File: src/cail_defs.vh
`ifndef CAIL_DEFS_VH
`define CAIL_DEFS_VH

// Register offsets on the plain register port
`define CAIL_OFS_CMP_CTRL  3'h0
`define CAIL_OFS_PER_FLAG  3'h1
`define CAIL_OFS_PER_EN    3'h2
`define CAIL_OFS_MAIN_IRQ  3'h3
`define CAIL_OFS_PA_DIR    3'h4

// Comparator control fields
`define CAIL_CMP_OUT2_BIT  7
`define CAIL_CMP_OUT1_BIT  6
`define CAIL_CMP_MODE_HI   2
`define CAIL_CMP_MODE_LO   0

// Comparator modes
`define CAIL_MODE_RESET    3'h0
`define CAIL_MODE_INTREF   3'h2
`define CAIL_MODE_PINOUT   3'h6
`define CAIL_MODE_OFF      3'h7

// Peripheral flag and enable position
`define CAIL_CMP_FLAG_BIT  6

// Main interrupt control fields
`define CAIL_GIE_BIT       7
`define CAIL_PERIPHERAL_IRQ_ENABLE_BIT      6
`define CAIL_T0IE_BIT      5
`define CAIL_EXTIE_BIT     4
`define CAIL_PBIE_BIT      3
`define CAIL_T0IF_BIT      2
`define CAIL_EXTIF_BIT     1
`define CAIL_PBIF_BIT      0

// Port A direction positions for pins three and four
`define CAIL_PA3_BIT       3
`define CAIL_PA4_BIT       4

// Reset values
`define CAIL_RST_CMP_MODE  3'h0
`define CAIL_RST_MAIN_IRQ  8'h00
`define CAIL_RST_PER_EN    8'h00
`define CAIL_RST_PA_DIR    8'hFF

// Vector and instruction cycle timing
`define CAIL_VECTOR_ADDR   13'h0004
`define CAIL_Q_LAST        2'h3

`endif

File: src/cail_sync.v
`timescale 1ns/1ps
`include "cail_defs.vh"

// Two-stage synchroniser for the comparator outputs
module cail_sync
(
	input  wire       clk,
	input  wire       rst_n,
	input  wire [1:0] asyncIn,
	output wire [1:0] syncOut
);

	reg [1:0] stage1_r;
	reg [1:0] stage2_r;

	always @(posedge clk or negedge rst_n)
	begin
		if (!rst_n)
		begin
			stage1_r <= 2'h0;
			stage2_r <= 2'h0;
		end
		else
		begin
			stage1_r <= asyncIn;
			stage2_r <= stage1_r;
		end
	end

	assign syncOut = stage2_r;

endmodule

File: src/cail_top.v
`timescale 1ns/1ps
`include "cail_defs.vh"

module cail_top
(
	input  wire        clk,
	input  wire        rst_n,
	input  wire [2:0]  regAddr,
	input  wire [7:0]  regWdata,
	input  wire        regWr,
	input  wire        regRd,
	output reg  [7:0]  regRdata,
	input  wire        firstCmpRaw,
	input  wire        secondCmpRaw,
	input  wire        extIrqPin,
	input  wire        timerZeroOvf,
	input  wire [3:0]  portBChangePins,
	input  wire        portADataPin3,
	input  wire        portADataPin4,
	input  wire        sleepMode,
	input  wire        retFromIrq,
	output reg         portAPin3Out,
	output reg         portAPin3Oe,
	output reg         portAPin4Out,
	output reg         portAPin4Oe,
	output reg         cmpPowerOn,
	output reg         intRefSelect,
	output reg         allAnalog,
	output reg  [1:0]  qPhase,
	output reg         vectorLoad,
	output reg  [12:0] vectorAddr,
	output reg         pushReturn,
	output reg         forceNop,
	output reg         wakeUp
);

	localparam ST_IDLE  = 2'h0;
	localparam ST_WAIT1 = 2'h1;
	localparam ST_WAIT2 = 2'h2;

	wire [1:0] cmpSync;

	reg  [2:0] cmpMode_r;
	reg  [1:0] cmpLatch_r;
	reg        cmpFlag_r;
	reg        cmpEnable_r;
	reg  [7:0] mainIrq_r;
	reg  [1:0] paDir_r;
	reg        extPrev_r;
	reg  [3:0] pbPrev_r;
	reg  [1:0] qCnt_r;
	reg  [1:0] state_r;
	reg  [1:0] state_nxt;
	reg        gieClrPend_r;
	reg        gieDrop_r;
	reg  [7:0] mainIrq_nxt;
	reg        cmpFlag_nxt;
	reg  [7:0] rdMux;

	wire cycEnd = (qCnt_r == `CAIL_Q_LAST);
	wire wrCmp  = regWr && (regAddr == `CAIL_OFS_CMP_CTRL);
	wire rdCmp  = regRd && (regAddr == `CAIL_OFS_CMP_CTRL);
	wire wrFlag = regWr && (regAddr == `CAIL_OFS_PER_FLAG);
	wire wrEn   = regWr && (regAddr == `CAIL_OFS_PER_EN);
	wire wrMain = regWr && (regAddr == `CAIL_OFS_MAIN_IRQ);
	wire wrDir  = regWr && (regAddr == `CAIL_OFS_PA_DIR);

	// Sets win over a software write in the same cycle
	function setOrWrite;
		input set;
		input wr;
		input wbit;
		input cur;
		begin
			setOrWrite = set | (wr ? wbit : cur);
		end
	endfunction

	cail_sync u_sync
	(
		.clk     (clk),
		.rst_n   (rst_n),
		.asyncIn ({secondCmpRaw, firstCmpRaw}),
		.syncOut (cmpSync)
	);

	wire cmpMismatch = (cmpSync != cmpLatch_r);
	// read race
	// A control access in the same cycle swallows the change, so no flag
	wire cmpSet = cmpMismatch && !(wrCmp || rdCmp);

	wire extSet = extIrqPin && !extPrev_r;
	wire pbSet  = (portBChangePins != pbPrev_r);
	wire t0Set  = timerZeroOvf;

	wire perReq = mainIrq_r[`CAIL_PERIPHERAL_IRQ_ENABLE_BIT] && cmpEnable_r && cmpFlag_r;
	wire srcReq = perReq
		|| (mainIrq_r[`CAIL_T0IE_BIT] && mainIrq_r[`CAIL_T0IF_BIT])
		|| (mainIrq_r[`CAIL_EXTIE_BIT] && mainIrq_r[`CAIL_EXTIF_BIT])
		|| (mainIrq_r[`CAIL_PBIE_BIT] && mainIrq_r[`CAIL_PBIF_BIT]);
	wire irqDue = srcReq && mainIrq_r[`CAIL_GIE_BIT];

	always @*
	begin
		mainIrq_nxt = mainIrq_r;
		if (wrMain)
		begin
			mainIrq_nxt = regWdata;
		end
		mainIrq_nxt[`CAIL_T0IF_BIT] = setOrWrite(t0Set, wrMain,
			regWdata[`CAIL_T0IF_BIT], mainIrq_r[`CAIL_T0IF_BIT]);
		mainIrq_nxt[`CAIL_EXTIF_BIT] = setOrWrite(extSet, wrMain,
			regWdata[`CAIL_EXTIF_BIT], mainIrq_r[`CAIL_EXTIF_BIT]);
		mainIrq_nxt[`CAIL_PBIF_BIT] = setOrWrite(pbSet, wrMain,
			regWdata[`CAIL_PBIF_BIT], mainIrq_r[`CAIL_PBIF_BIT]);
		if (state_r == ST_WAIT2 && cycEnd)
		begin
			mainIrq_nxt[`CAIL_GIE_BIT] = 1'b0;
		end
		if (retFromIrq)
		begin
			mainIrq_nxt[`CAIL_GIE_BIT] = 1'b1;
		end
	end

	always @*
	begin
		cmpFlag_nxt = setOrWrite(cmpSet, wrFlag,
			regWdata[`CAIL_CMP_FLAG_BIT], cmpFlag_r);
	end

	// latency sequencer
	// Sampled at a cycle end, then two whole cycles before the vector:
	// an event early in a cycle sees three, a late one just over two.
	always @*
	begin
		state_nxt = state_r;
		case (state_r)
			ST_IDLE:
			begin
				if (cycEnd && irqDue && !gieDrop_r)
				begin
					state_nxt = ST_WAIT1;
				end
			end
			ST_WAIT1:
			begin
				if (cycEnd)
				begin
					state_nxt = ST_WAIT2;
				end
			end
			ST_WAIT2:
			begin
				if (cycEnd)
				begin
					state_nxt = ST_IDLE;
				end
			end
			default:
			begin
				state_nxt = ST_IDLE;
			end
		endcase
	end

	always @*
	begin
		rdMux = 8'h00;
		case (regAddr)
			`CAIL_OFS_CMP_CTRL:
			begin
				rdMux[`CAIL_CMP_OUT2_BIT] = cmpSync[1];
				rdMux[`CAIL_CMP_OUT1_BIT] = cmpSync[0];
				rdMux[`CAIL_CMP_MODE_HI:`CAIL_CMP_MODE_LO] = cmpMode_r;
			end
			`CAIL_OFS_PER_FLAG:
			begin
				rdMux[`CAIL_CMP_FLAG_BIT] = cmpFlag_r;
			end
			`CAIL_OFS_PER_EN:
			begin
				rdMux[`CAIL_CMP_FLAG_BIT] = cmpEnable_r;
			end
			`CAIL_OFS_MAIN_IRQ:
			begin
				rdMux = mainIrq_r;
			end
			`CAIL_OFS_PA_DIR:
			begin
				rdMux[`CAIL_PA3_BIT] = paDir_r[0];
				rdMux[`CAIL_PA4_BIT] = paDir_r[1];
			end
			default:
			begin
				rdMux = 8'h00;
			end
		endcase
	end

	always @(posedge clk or negedge rst_n)
	begin
		if (!rst_n)
		begin
			cmpMode_r    <= `CAIL_RST_CMP_MODE;
			cmpLatch_r   <= 2'h0;
			cmpFlag_r    <= 1'b0;
			cmpEnable_r  <= 1'b0;
			mainIrq_r    <= `CAIL_RST_MAIN_IRQ;
			paDir_r      <= 2'h3;
			extPrev_r    <= 1'b0;
			pbPrev_r     <= 4'h0;
			qCnt_r       <= 2'h0;
			state_r      <= ST_IDLE;
			gieClrPend_r <= 1'b0;
			gieDrop_r    <= 1'b0;
			regRdata     <= 8'h00;
		end
		else
		begin
			if (wrCmp)
			begin
				cmpMode_r <= regWdata[`CAIL_CMP_MODE_HI:`CAIL_CMP_MODE_LO];
			end
			if (wrCmp || rdCmp)
			begin
				cmpLatch_r <= cmpSync;
			end
			cmpFlag_r <= cmpFlag_nxt;
			if (wrEn)
			begin
				cmpEnable_r <= regWdata[`CAIL_CMP_FLAG_BIT];
			end
			mainIrq_r <= mainIrq_nxt;
			if (wrDir)
			begin
				paDir_r <= {regWdata[`CAIL_PA4_BIT], regWdata[`CAIL_PA3_BIT]};
			end
			extPrev_r <= extIrqPin;
			pbPrev_r  <= portBChangePins;
			qCnt_r    <= qCnt_r + 2'h1;
			state_r   <= state_nxt;
			// remember software clear
			// Held until the cycle boundary, then blocks one whole cycle
			if (wrMain && !regWdata[`CAIL_GIE_BIT] && mainIrq_r[`CAIL_GIE_BIT])
			begin
				gieClrPend_r <= 1'b1;
			end
			else if (cycEnd)
			begin
				gieClrPend_r <= 1'b0;
			end
			if (cycEnd)
			begin
				gieDrop_r <= gieClrPend_r;
			end
			regRdata <= regRd ? rdMux : 8'h00;
		end
	end

	always @(posedge clk or negedge rst_n)
	begin
		if (!rst_n)
		begin
			portAPin3Out <= 1'b0;
			portAPin3Oe  <= 1'b0;
			portAPin4Out <= 1'b0;
			portAPin4Oe  <= 1'b0;
			cmpPowerOn   <= 1'b0;
			intRefSelect <= 1'b0;
			allAnalog    <= 1'b1;
			qPhase       <= 2'h0;
			vectorLoad   <= 1'b0;
			vectorAddr   <= 13'h0000;
			pushReturn   <= 1'b0;
			forceNop     <= 1'b0;
			wakeUp       <= 1'b0;
		end
		else
		begin
			// raw output routing
			// One flop of delay is the price of a registered output
			if (cmpMode_r == `CAIL_MODE_PINOUT)
			begin
				portAPin3Out <= firstCmpRaw;
				portAPin4Out <= secondCmpRaw;
			end
			else
			begin
				portAPin3Out <= portADataPin3;
				portAPin4Out <= portADataPin4;
			end
			portAPin3Oe  <= !paDir_r[0];
			portAPin4Oe  <= !paDir_r[1];
			cmpPowerOn   <= (cmpMode_r != `CAIL_MODE_OFF)
				&& (cmpMode_r != `CAIL_MODE_RESET);
			intRefSelect <= (cmpMode_r == `CAIL_MODE_INTREF);
			allAnalog    <= (cmpMode_r == `CAIL_MODE_RESET);
			qPhase       <= qCnt_r;
			vectorLoad   <= (state_r == ST_WAIT2) && cycEnd;
			pushReturn   <= (state_r == ST_WAIT2) && cycEnd;
			vectorAddr   <= `CAIL_VECTOR_ADDR;
			forceNop     <= cycEnd && gieClrPend_r;
			// enabled source wakes regardless of global enable
			wakeUp       <= sleepMode && srcReq;
		end
	end

endmodule

File: config.mk
export PLATFORM = sky130hd
export DESIGN_NAME = cail_top
export DESIGN_NICKNAME = d
export VERILOG_FILES = /design/src/cail_sync.v /design/src/cail_top.v
export VERILOG_INCLUDE_DIRS = /design/src
export SDC_FILE = /design/constraint.sdc
export NUM_CORES = 1
export LEC_CHECK = 0
export ABC_CLOCK_PERIOD_IN_PS = 1400
export BUFFER_PORTS_ARGS = -buffer_cell sky130_fd_sc_hd__buf_2
export CORE_MARGIN = 2
export CORE_UTILIZATION = 51
export DETAILED_ROUTE_END_ITERATION = 8
export GPL_ROUTABILITY_DRIVEN = 0
export PLACE_DENSITY = 0.77
export REMOVE_ABC_BUFFERS = 1
export SYNTH_ARGS = -nofsm -noshare
export SYNTH_HDL_FRONTEND = slang
export SYNTH_SLANG_ARGS = --single-unit
File: constraint.sdc
create_clock -name clk -period 1.4 [get_ports clk]
set_input_delay 0.14 -clock clk [delete_from_list [all_inputs] [get_ports clk]]
set_output_delay 0.14 -clock clk [all_outputs]
set_load 0.02 [all_outputs]
---- Yosys cells after proc, flatten, opt, wreduce, memory -nomap -nowiden ----
Cells that the tools add are included.
word-level totals
  logic and storage cells ................. 109
  bits of input ports ..................... 27
  bits in registers ....................... 53
  output and inout port bits .............. 34
  RAM bits ................................ 0
  memories kept ........................... 0
  memory bits (read-only) ................. 0
  bits in latches ......................... 0
operators by class
  bitwise logic cells ..................... 4
  reduce and logical (&&, ||, !) cells .... 39
  muxes and demuxes ....................... 21
  shift-type cells ........................ 0
  div/mod/pow operators ................... 0
  magnitude comparators ................... 0
  $add $sub $neg .......................... 1
  equality and inequality tests ........... 15
  multipliers ............................. 0
operators by type and width
  cell                   count
  $logic_and A1 B1 Y1    22
  $mux W8                2
  $mux W1                11
  $eq A3 B2 Y1 const B   3
  $eq A3 B3 Y1 const B   2
  $logic_not A1 Y1       6
  $logic_not A3 Y1       2
  $mux W2                3
  $ne A2 B2 Y1 const B   3
  $pmux W2 S3            1
  $pmux W3 S2            1
  $reduce_bool A3 Y1     2
  $eq A2 B2 Y1 const B   2
  $logic_or A1 B1 Y1     4
  $ne A4 B4 Y1           1
  $or A1 B1 Y1           4
  $pmux W1 S4            1
  $pmux W2 S2            1
  $eq A3 B1 Y1 const B   1
  $ne A3 B3 Y1 const B   1
  $reduce_and A3 Y1      1
  $add A2 B1 Y2 const B  1
  $eq A2 B1 Y1 const B   1
  $logic_not A2 Y1       1
  3 further kinds        3

---- Depth between registers and ports, before layout ----
Gate-level depths: netlist of the first run.
  depth after elaboration ................. 10
  mapped depth ............................ 5
  mapped depth without buffers ............ 4

---- Modules after synthesis ----
A second synthesis of the first run with hierarchy kept.
unflattened totals
  cells, all modules ...................... 163
  area, all modules ....................... 2152.1 µm²
by module, submodules not included
  module     cells an instance  times used  area an instance (µm²)  sequential area each (µm²)
  cail_top   159                1           2052.0                  1229.9
  cail_sync  4                  1           100.1                   100.1

---- Least setup slack after synthesis of the first run ----
OpenSTA, ideal clock, no wires.
  kind .................................... reg-to-reg
  from .................................... reg qCnt_r[0]
  to ...................................... reg state_r[0]
  library setup time ...................... 0.077 ns
  buffers on the path ..................... 0
  path slack .............................. 0.270 ns
  cell stages (with the launch flop) ...... 5
  data required time ...................... 1.323 ns
  arrival ................................. 1.053 ns
  period minus slack after synthesis ...... 1.130 ns
  cells stage by stage .................... dfrtp_1 > ha_1 > nand2b_1 > a2111o_1 > a21oi_1
on the way
  word-level cells in the longest chain between the ends .. 5
  elaborated cells between the ends (all ways) .. 7
  classes of those cells .................. eq/ne (4); reduce/logical (3)
RTL lines
  what                              line            source
  from (decl)                       cail_top.v:51   reg [1:0] qCnt_r;
  from (signal assigned)            cail_top.v:241  qCnt_r <= qCnt_r + 2'h1;
  $eq A2 B2 Y1 (no line) *          n/a
  $logic_and A1 B1 Y1 (2 in a row)  cail_top.v:141  if (cycEnd && irqDue && !gieDrop_r)
  $ne A2 B2 Y1 (no line)            n/a
  $reduce_and A3 Y1 (no line) *     n/a
  to (signal assigned)              cail_top.v:242  state_r <= state_nxt;
  to (decl)                         cail_top.v:52   reg [1:0] state_r;
Mark *: on every way between the ends. The rest lies on a longest branch, timed or not.
A chain may end at the register's enable or synchronous reset.

---- Final worst setup path of the first run ----
  from .................................... reg mainIrq_r[2]
  to ...................................... reg state_r[0]
on the way
  word-level cells in the longest chain between the ends .. 9
RTL lines
  what                              line            source
  from (decl)                       cail_top.v:47   reg [7:0] mainIrq_r;
  from (signal assigned)            cail_top.v:209  mainIrq_r <= `CAIL_RST_MAIN_IRQ;
  from (signal assigned)            cail_top.v:234  mainIrq_r <= mainIrq_nxt;
  $logic_and A1 B1 Y1               cail_top.v:98   || (mainIrq_r[`CAIL_T0IE_BIT] && mainIrq_r[`CAIL_T0IF_BIT])
  $logic_or A1 B1 Y1 (3 in a row)   cail_top.v:97   wire srcReq = perReq
  $logic_and A1 B1 Y1               cail_top.v:101  wire irqDue = srcReq && mainIrq_r[`CAIL_GIE_BIT];
  $logic_and A1 B1 Y1 (2 in a row)  cail_top.v:141
  $ne A2 B2 Y1 (no line)            n/a
  $reduce_and A3 Y1 (no line)       n/a
No other way between the ends.

==> impl_metrics.env, run 1 <==
export IMPL_path_cells="a222oi_1, a2111o_1, a21oi_1"
export IMPL_cp_required_ns=1.60
export IMPL_crit_start="mainIrq_r[2]"
export IMPL_p_sw_share_pct=28.24
export IMPL_placed_area_um2=2435
export IMPL_grt_pass1_vias=1356
export IMPL_ios=61
export IMPL_synthArstFlopShare_pct=100.0
export IMPL_power_frac_clock_pct=26.3
export IMPL_worstPathMaxFanout=3
export IMPL_clock_root_buffer="clkbuf_8"
export IMPL_syn_avg_cell_area_um2=13.90
export IMPL_fin_crit_sh_pct=92.76
export IMPL_multi_input_area_um2=752.0
export IMPL_clock_latency_ns=0.31
export IMPL_core_um2=4086
export IMPL_ant_nets=0
export IMPL_seq_power_share_pct=56.6
export IMPL_rr_endpoint="state_r[0]"
export IMPL_finalNetCount=245
export IMPL_register_area_um2=1330
export IMPL_drc_errors=0
export IMPL_grt_first_pass_wirelength_um=6651
export IMPL_crit_slowest_cell="a222oi_1"
export IMPL_wirelength_um=3789
export IMPL_cts_tree="built"
export IMPL_hold_path_startpoint="retFromIrq"
export IMPL_min_delay_worst_endpoint="mainIrq_r[7]"
export IMPL_cellLeakagePower_uw=0.001290
export IMPL_grt_use_total_pct=17.54
export IMPL_syn_to_final_growth_pct=17.95
export IMPL_worstSetupStartpointType="flop"
export IMPL_p_int_uw=2328
export IMPL_fin_skew_ns=0.007509
export IMPL_drv_slew=0
export IMPL_synth_ff_type="dfrtp_1"
export IMPL_worstPathArrival_ns=1.50
export IMPL_clock_fmax_mhz=770.0
export IMPL_grt_max_degree=54
export IMPL_synth_top_cell_area_share_pct=56.63
export IMPL_initial_core_util_pct=54.07
export IMPL_synth_most_common_cell="dfrtp_1"
export IMPL_cts_buffers=5
export IMPL_hpwl_um=2701
export IMPL_whs_path_depth=2
export IMPL_rsz0062_at_grt="no"
export IMPL_clkTransAtPathRegs_ns=0.10
export IMPL_hold_viol=0
export IMPL_cts_buffer_depth=2
export IMPL_setup_viol=0
export IMPL_crit_type="reg -> reg"
export IMPL_power_density_nw_per_um2=1245
export IMPL_synth_largest_area_cell="dfrtp_1"
export IMPL_max_stage_delay_ns=0.49
export IMPL_synth_enable_flop_cells=0
export IMPL_die_x_um=69.82
export IMPL_critPathBufInv=0
export IMPL_vias=1317
export IMPL_final_area_um2=2606
export IMPL_endpoint_kind="flop"
export IMPL_drive_gt1_share_pct=38.99
export IMPL_diodes=0
export IMPL_ff2ff_path_depth=3
export IMPL_drtIter0Drc=113
export IMPL_die_h_um=69.82
export IMPL_cts_hold_buf=8
export IMPL_cts_num_sinks=53
export IMPL_synth_area_leaders="dfrtp_1, mux2_2, buf_4"
export IMPL_overflow=0
export IMPL_synthDistinctLibCells=42
export IMPL_ys_seq_area_share_pct=60.19
export IMPL_setup_tns_ns=0
export IMPL_avgRoutedWirePerCell_um=14.14
export IMPL_stdcell_count=268
export IMPL_placed_cells=252
export IMPL_synth_cells=159
export IMPL_dieArea_um2=4875
export IMPL_ys_ff_latch=53
export IMPL_htree_levels=2
export IMPL_combPwrFrac_pct=17.1
export IMPL_syn_area_um2=2210
export IMPL_p_switching_uw=916.0
export IMPL_cts_resized=0
export IMPL_num_rows=23
export IMPL_ir_drop_mv=0.7671
export IMPL_crit_family="compound AO/OA/AOI/OAI gates"
export IMPL_regToRegStartpoint="mainIrq_r[2]"
export IMPL_synth_warnings=0
export IMPL_reg2reg_slack_ns=0.10
export IMPL_drv_cap=0
export IMPL_viasPerCell=4.914
export IMPL_fin_crit_ns=1.299
export IMPL_postCtsSetupBuffers=0
export IMPL_io_buffers=48
export IMPL_status="finished, final reports clean"
export IMPL_synthTopCellsByCount="dfrtp_1, buf_4, mux2_2"
export IMPL_num_fill_cells=351
export IMPL_antenna_found_initial=0
export IMPL_hp_class="in -> reg"
export IMPL_first_pass_iters=4
[layout by cell type (no fill, tap or decap), types with 4 or more instances in the layout]
cell and instances:
dlygate4sd3_1 8, buf_2 48, dfrtp_1 50, mux2i_1 4
a22oi_1 4, inv_1 8, nor2_1 10, conb_1 13
clkbuf_8 5, mux2_4 4, mux2_2 11, xor2_1 6
[stage by stage]
| step | total power [uW] | utilization (%) | worst slack, ns | hold WS, ns |
|---|---|---|---|---|
| 6_report | 3244 | 63.78 | 0.1013 | 0.02975 |
| 5_1_grt | 3424 | 63.78 | 0.02218 | 0.01297 |
| 4_1_cts | 3289 | 63.78 | 0.08744 | 0.02216 |
| 3_5_place_dp | 2410 | 59.58 | 0.09077 | 0.1551 |
| 3_3_place_gp | 2387 | 59.58 | 0.1754 | 0.1525 |
| 2_1_floorplan | 2182 | - | 0.2698 | -0.1556 |
[metal layers]
metal	part of all wire [%]	vias to the layer above	wire length, um	global-route usage (%)
li1	-	632	-	-
met1	46	628	1746	24.32
met2	46	52	1752	25.93
met3	6.2	5	235	6.105
met4	1.5	0	55	5.769
met5	0	-	0	0
[registers in the layout (all words and copies together), names as in the netlist, 2 cells and up]
signal / cells
u_sync.syncOut: 2
u_sync.stage1_r: 2
pbPrev_r: 4
qCnt_r: 2
mainIrq_r: 8
paDir_r: 2
regRdata: 8
cmpMode_r: 3
cmpLatch_r: 2
state_r: 2
qPhase: 2
[power by group through the flow]
stage / Clock, uW / Sequential [uW] / Combinational [uW]
2_1_floorplan: 0 / 1910 / 270
3_3_place_gp: 0 / 1860 / 526
3_5_place_dp: 0 / 1870 / 542
4_1_cts: 888 / 1840 / 562
5_1_grt: 948 / 1870 / 609
6_report: 853 / 1840 / 554
[cell type report]
| class | count | area share (%) |
|---|---|---|
| clock buffer | 5 | 2.640 |
| inverter | 8 | 1.152 |
| tap | 50 | 2.400 |
| multi-input combinational | 92 | 28.85 |
| clock inverter | 3 | 0.8641 |
| timing repair buffer | 57 | 13.06 |
| sequential | 53 | 51.03 |
[kinds of logic after synthesis]
logic type	count (synthesis)	share of synthesized area (%)
other	2	0.3399
flip-flops	53	60.19
adder cells (fa/ha/maj)	1	0.5662
multiplexers	20	11.16
AND/OR/NAND/NOR	36	12.23
XOR/XNOR	6	2.378
buffers and inverters	25	7.644
AO/OA/AOI/OAI	16	5.493
[worst max-delay path by stage]
stage	endpoint	slack, ns	cells past startpoint
6_report	state_r[0]	0.10	3
5_1_grt	state_r[0]	0.02	4
4_1_cts	state_r[0]	0.09	3
3_5_place_dp	state_r[0]	0.09	3
3_3_place_gp	state_r[0]	0.18	4
2_1_floorplan	state_r[0]	0.27	4
(Power assumes the default switching activity.)
==> run 2, diff against run 1 <==
--- a/config.mk
+++ b/config.mk
@@ -12,6 +12,8 @@
 export CORE_UTILIZATION = 51
 export DETAILED_ROUTE_END_ITERATION = 8
 export GPL_ROUTABILITY_DRIVEN = 0
+export GPL_TIMING_DRIVEN = 0
+export MAX_ROUTING_LAYER = met4
 export PLACE_DENSITY = 0.77
 export REMOVE_ABC_BUFFERS = 1
 export SYNTH_ARGS = -nofsm -noshare
==> impl_metrics.env, run 2 (synthesis results as in run 1) <==
export IMPL_num_rows=23
export IMPL_cts_buffers=5
export IMPL_grt_first_pass_wirelength_um=6403
export IMPL_initial_core_util_pct=54.07
export IMPL_clkTransAtPathRegs_ns=0.09
export IMPL_core_um2=4086
export IMPL_drtIter0Drc=141
export IMPL_endpoint_kind="flop"
export IMPL_layout_setup_ws_ns=0.09955
export IMPL_worstPathArrival_ns=1.50
export IMPL_setup_tns_ns=0
export IMPL_rr_endpoint="state_r[0]"
export IMPL_die_h_um=69.82
export IMPL_crit_type="reg -> reg"
export IMPL_drv_cap=0
export IMPL_drv_slew=0
export IMPL_pre_cts_ws_ns=0.08800
export IMPL_fin_crit_sh_pct=92.89
export IMPL_drive_gt1_share_pct=39.35
export IMPL_vias=1337
export IMPL_cp_required_ns=1.60
export IMPL_grt_max_degree=54
export IMPL_stdcell_count=266
export IMPL_ios=61
export IMPL_hold_viol=0
export IMPL_tightestPinTransition_ns=1.124
export IMPL_io_buffers=48
export IMPL_whs_path_depth=2
export IMPL_ir_drop_mv=0.6308
export IMPL_reg2reg_slack_ns=0.1
export IMPL_grt_use_total_pct=17.60
export IMPL_hp_class="in -> reg"
export IMPL_finalNetCount=243
export IMPL_syn_to_final_growth_pct=17.16
export IMPL_cellLeakagePower_uw=0.001293
export IMPL_htree_levels=2
export IMPL_cts_num_sinks=53
export IMPL_hold_path_startpoint="timerZeroOvf"
export IMPL_min_delay_worst_endpoint="mainIrq_r[2]"
export IMPL_drc_errors=0
export IMPL_viasPerCell=5.026
export IMPL_power_density_nw_per_um2=1278
export IMPL_cts_buffer_depth=2
export IMPL_placed_cells=251
export IMPL_die_x_um=69.82
export IMPL_clock_latency_ns=0.31
export IMPL_max_slew_margin_rel_pct=25.05
export IMPL_largestRegisters="mainIrq_r: 8 flops, regRdata: 8 flops, pbPrev_r: 4 flops"
export IMPL_worstPathMaxFanout=3
export IMPL_ant_nets=0
export IMPL_cts_tree="built"
export IMPL_setup_viol=0
export IMPL_status="finished, final reports clean"
export IMPL_dieArea_um2=4875
export IMPL_clock_root_buffer="clkbuf_8"
export IMPL_avgRoutedWirePerCell_um=14.30
export IMPL_wirelength_um=3803
export IMPL_diodes=0
export IMPL_ff2ff_path_depth=3
export IMPL_first_pass_iters=4
export IMPL_hpwl_um=2727
export IMPL_worstSetupStartpointType="flop"
export IMPL_final_cell_mix="dfrtp_1, buf_2, conb_1"
export IMPL_hold_ws_ns=0.01719
export IMPL_grt_pass1_vias=1394
export IMPL_fin_skew_ns=0.006973
export IMPL_regToRegStartpoint="mainIrq_r[2]"
export IMPL_fin_crit_ns=1.300
export IMPL_final_common_cell="dfrtp_1"
export IMPL_antenna_found_initial=0
export IMPL_overflow=0
export IMPL_clock_fmax_mhz=769.0
export IMPL_rsz0062_at_grt="no"
[run 2: cell types whose count changed in the layout (fill, tap and decap cells not counted), sizes merged]
cell,change
dlygate4sd3,-1
buf,-1
clkbuf,+2
clkinv,+1
clkinvlp,-3
[run 2: timing repair]
item / 4_1_cts / 5_1_grt
buffers inserted: 0 / 0
endpoints found under the setup margin: 0 / 1
hold buffers: 7 / 0
hold endpoints to repair: 7 / 0
resized for setup: 0 / 1
[run 2: layout make-up]
| cell class | count | area (um2) |
|---|---|---|
| Sequential cell | 53 | 1330 |
| Fill cell | 321 | 1498 |
| Inverter | 8 | 30.03 |
| Clock buffer | 7 | 96.34 |
| Timing Repair Buffer | 55 | 310.3 |
| Clock inverter | 1 | 5.005 |
| Multi-Input combinational cell | 92 | 754.5 |
| Tap cell | 50 | 62.56 |
[run 2: worst max path at each step]
stage	startpoint	to	slack [ns]	cells past startpoint
detailed placement	mainIrq_r[2]	state_r[0]	0.09	3
floorplan	qCnt_r[0]	state_r[0]	0.27	4
CTS	mainIrq_r[2]	state_r[0]	0.07	3
global placement	mainIrq_r[2]	state_r[0]	0.11	3
global route	mainIrq_r[2]	state_r[0]	0.03	3
finish	mainIrq_r[2]	state_r[0]	0.1	3
[run 2: critical path, cell delays in order (launching register included)]
cell,delay [ns]
dfrtp_1,0.41
a222oi_1,0.50
a2111o_1,0.22
a21oi_1,0.06
[run 2: per-stage QoR]
step | instance area (um2) | utilization, % | total power [uW]
after floorplan | 2112 | - | 2182
after global placement | 2415 | 59.09 | 2374
after detailed placement | 2415 | 59.09 | 2403
after CTS | 2586 | 63.29 | 3333
after global routing | 2589 | 63.35 | 3480
final | 2589 | 63.35 | 3309
[run 2: metal layers]
layer  global-route usage, %  up-vias  share of wire, %
li1                        -      629                 -
met4                   9.615        0               2.5
met2                   27.41       46                50
met5                       -        -                 0
met1                   21.28      654                42
met3                   4.070        8               5.4
[run 2: power breakdown]
| group | internal, uW | total (uW) | switching, uW |
|---|---|---|---|
| logic | 250 | 545 | 295 |
| clock network | 447 | 926 | 479 |
| registers | 1720 | 1840 | 118 |
==> run 3, diff against run 2 <==
--- a/config.mk
+++ b/config.mk
@@ -13,6 +13,7 @@
 export DETAILED_ROUTE_END_ITERATION = 8
 export GPL_ROUTABILITY_DRIVEN = 0
 export GPL_TIMING_DRIVEN = 0
+export HOLD_SLACK_MARGIN = 0.08
 export MAX_ROUTING_LAYER = met4
 export PLACE_DENSITY = 0.77
 export REMOVE_ABC_BUFFERS = 1
==> impl_metrics.env, run 3 (synthesis results as in run 1) <==
export IMPL_grt_util_met3_pct=4.070
export IMPL_ir_drop_mv=0.7023
export IMPL_htree_levels=2
export IMPL_cts_buffers=5
export IMPL_hpwl_um=2727
export IMPL_setup_viol=0
export IMPL_worstSetupStartpointType="flop"
export IMPL_max_stage_delay_ns=0.50
export IMPL_final_common_cell="dfrtp_1"
export IMPL_ant_nets=0
export IMPL_cp_required_ns=1.60
export IMPL_num_rows=23
export IMPL_initial_core_util_pct=54.07
export IMPL_dieArea_um2=4875
export IMPL_grt_pass1_vias=1453
export IMPL_grt_max_degree=54
export IMPL_cts_buffer_depth=2
export IMPL_first_pass_iters=4
export IMPL_fin_skew_ns=0.007619
export IMPL_rsz0062_at_grt="no"
export IMPL_multi_input_area_um2=754.5
export IMPL_layout_setup_ws_ns=0.08405
export IMPL_largestRegisters="mainIrq_r: 8 flops, regRdata: 8 flops, pbPrev_r: 4 flops"
export IMPL_io_buffers=48
export IMPL_cts_tree="built"
export IMPL_power_density_nw_per_um2=1245
export IMPL_worstPathMaxFanout=3
export IMPL_final_cell_mix="dfrtp_1, buf_2, dlygate4sd3_1"
export IMPL_max_slew_margin_rel_pct=26.40
export IMPL_register_area_um2=1330
export IMPL_tightestPinTransition_ns=1.104
export IMPL_overflow=0
export IMPL_clock_fmax_mhz=759.9
export IMPL_viasPerCell=5.058
export IMPL_antenna_found_initial=0
export IMPL_postCtsSetupBuffers=0
export IMPL_gr_usage_met2_pct=29.84
export IMPL_fin_crit_sh_pct=94.00
export IMPL_wirelength_um=3994
export IMPL_clkTransAtPathRegs_ns=0.09
export IMPL_avgRoutedWirePerCell_um=14.52
export IMPL_die_x_um=69.82
export IMPL_endpoint_kind="flop"
export IMPL_cts_num_sinks=53
export IMPL_die_h_um=69.82
export IMPL_grtUsageMet1_pct=21.14
export IMPL_grt_use_total_pct=18.10
export IMPL_hold_ws_ns=0.03469
export IMPL_clock_latency_ns=0.31
export IMPL_setup_tns_ns=0
export IMPL_top_usage_layer="met2"
export IMPL_grt_first_pass_wirelength_um=6617
export IMPL_pre_cts_ws_ns=0.08800
export IMPL_drv_cap=0
export IMPL_vias=1391
export IMPL_drive_gt1_share_pct=37.78
export IMPL_clock_root_buffer="clkbuf_8"
export IMPL_post_route_util_pct=65.55
export IMPL_fin_crit_ns=1.316
export IMPL_ios=61
export IMPL_finalNetCount=252
export IMPL_hold_viol=0
export IMPL_crit_type="reg -> reg"
export IMPL_diodes=0
export IMPL_status="finished, final reports clean"
export IMPL_worstPathArrival_ns=1.51
export IMPL_path_cells="a222oi_1, a2111o_1, a21oi_1"
export IMPL_drc_errors=0
export IMPL_core_um2=4086
export IMPL_hp_class="in -> async"
export IMPL_cellLeakagePower_uw=0.001330
export IMPL_crit_slowest_cell="a222oi_1"
export IMPL_num_fill_cells=309
export IMPL_drtIter0Drc=91
export IMPL_syn_to_final_growth_pct=21.23
export IMPL_drv_slew=0
## run 3: changes by cell type in the layout (fill, tap and decap cells not counted)
cell / delta
dlygate4sd3_1: +9
## run 3: worst paths after layout
kind | start | to | slack (ns) | depth (start not counted)
min reg2reg | u_sync.stage1_r[0] | u_sync.syncOut[0] | 0.35 | 0
min | rst_n | regRdata[0] | 0.03 | 1
max in group asynchronous | rst_n | state_r[0] | 0.68 | 1
max | mainIrq_r[2] | state_r[0] | 0.08 | 3
min in group clk | regRd | regRdata[3] | 0.09 | 2
max reg2reg | mainIrq_r[2] | state_r[0] | 0.08 | 3
## run 3: cell type report
| class | count | share of cell area [%] |
|---|---|---|
| clock buffers | 7 | 3.596 |
| clock inverters | 1 | 0.1868 |
| inverters | 8 | 1.121 |
| multi-input cells | 92 | 28.16 |
| flip-flops and latches | 53 | 49.65 |
| well taps | 50 | 2.335 |
| repair buffers | 64 | 14.95 |
## run 3: repair_timing
item / 4_1_cts / 5_1_grt
hold buffers: 16 / 0
setup endpoints to repair: 0 / 1
hold endpoints to repair: 18 / 0
gates resized for setup: 0 / 1
## run 3: per-layer routing
layer,vias to the layer above,routed length [um],share of wire (%)
met4,0,81,2.0
met1,688,1647,41
met3,8,218,5.5
met2,47,2046,51
met5,-,0,0
li1,648,-,-
## run 3: where the power goes
group          total [uW]  switching, uW  internal [uW]  leakage, uW
combinational         565            299            266     0.000639
clock                 926            478            447    0.0000542
sequential           1840            124           1720     0.000637
## run 3: metrics by stage
stage | power [uW] | cell area (um2) | std cells
6_report | 3335 | 2679 | 275
3_3_place_gp | 2374 | 2415 | 251
3_5_place_dp | 2403 | 2415 | 251
5_1_grt | 3495 | 2679 | 275
2_1_floorplan | 2182 | 2112 | 153
4_1_cts | 3353 | 2676 | 275
## run 3: worst max-delay path: cells and delay by family, from the launching register on
family / cells / cell delay [ns]
AOI/OAI and AO/OA: 3 / 0.78
DFF: 1 / 0.41
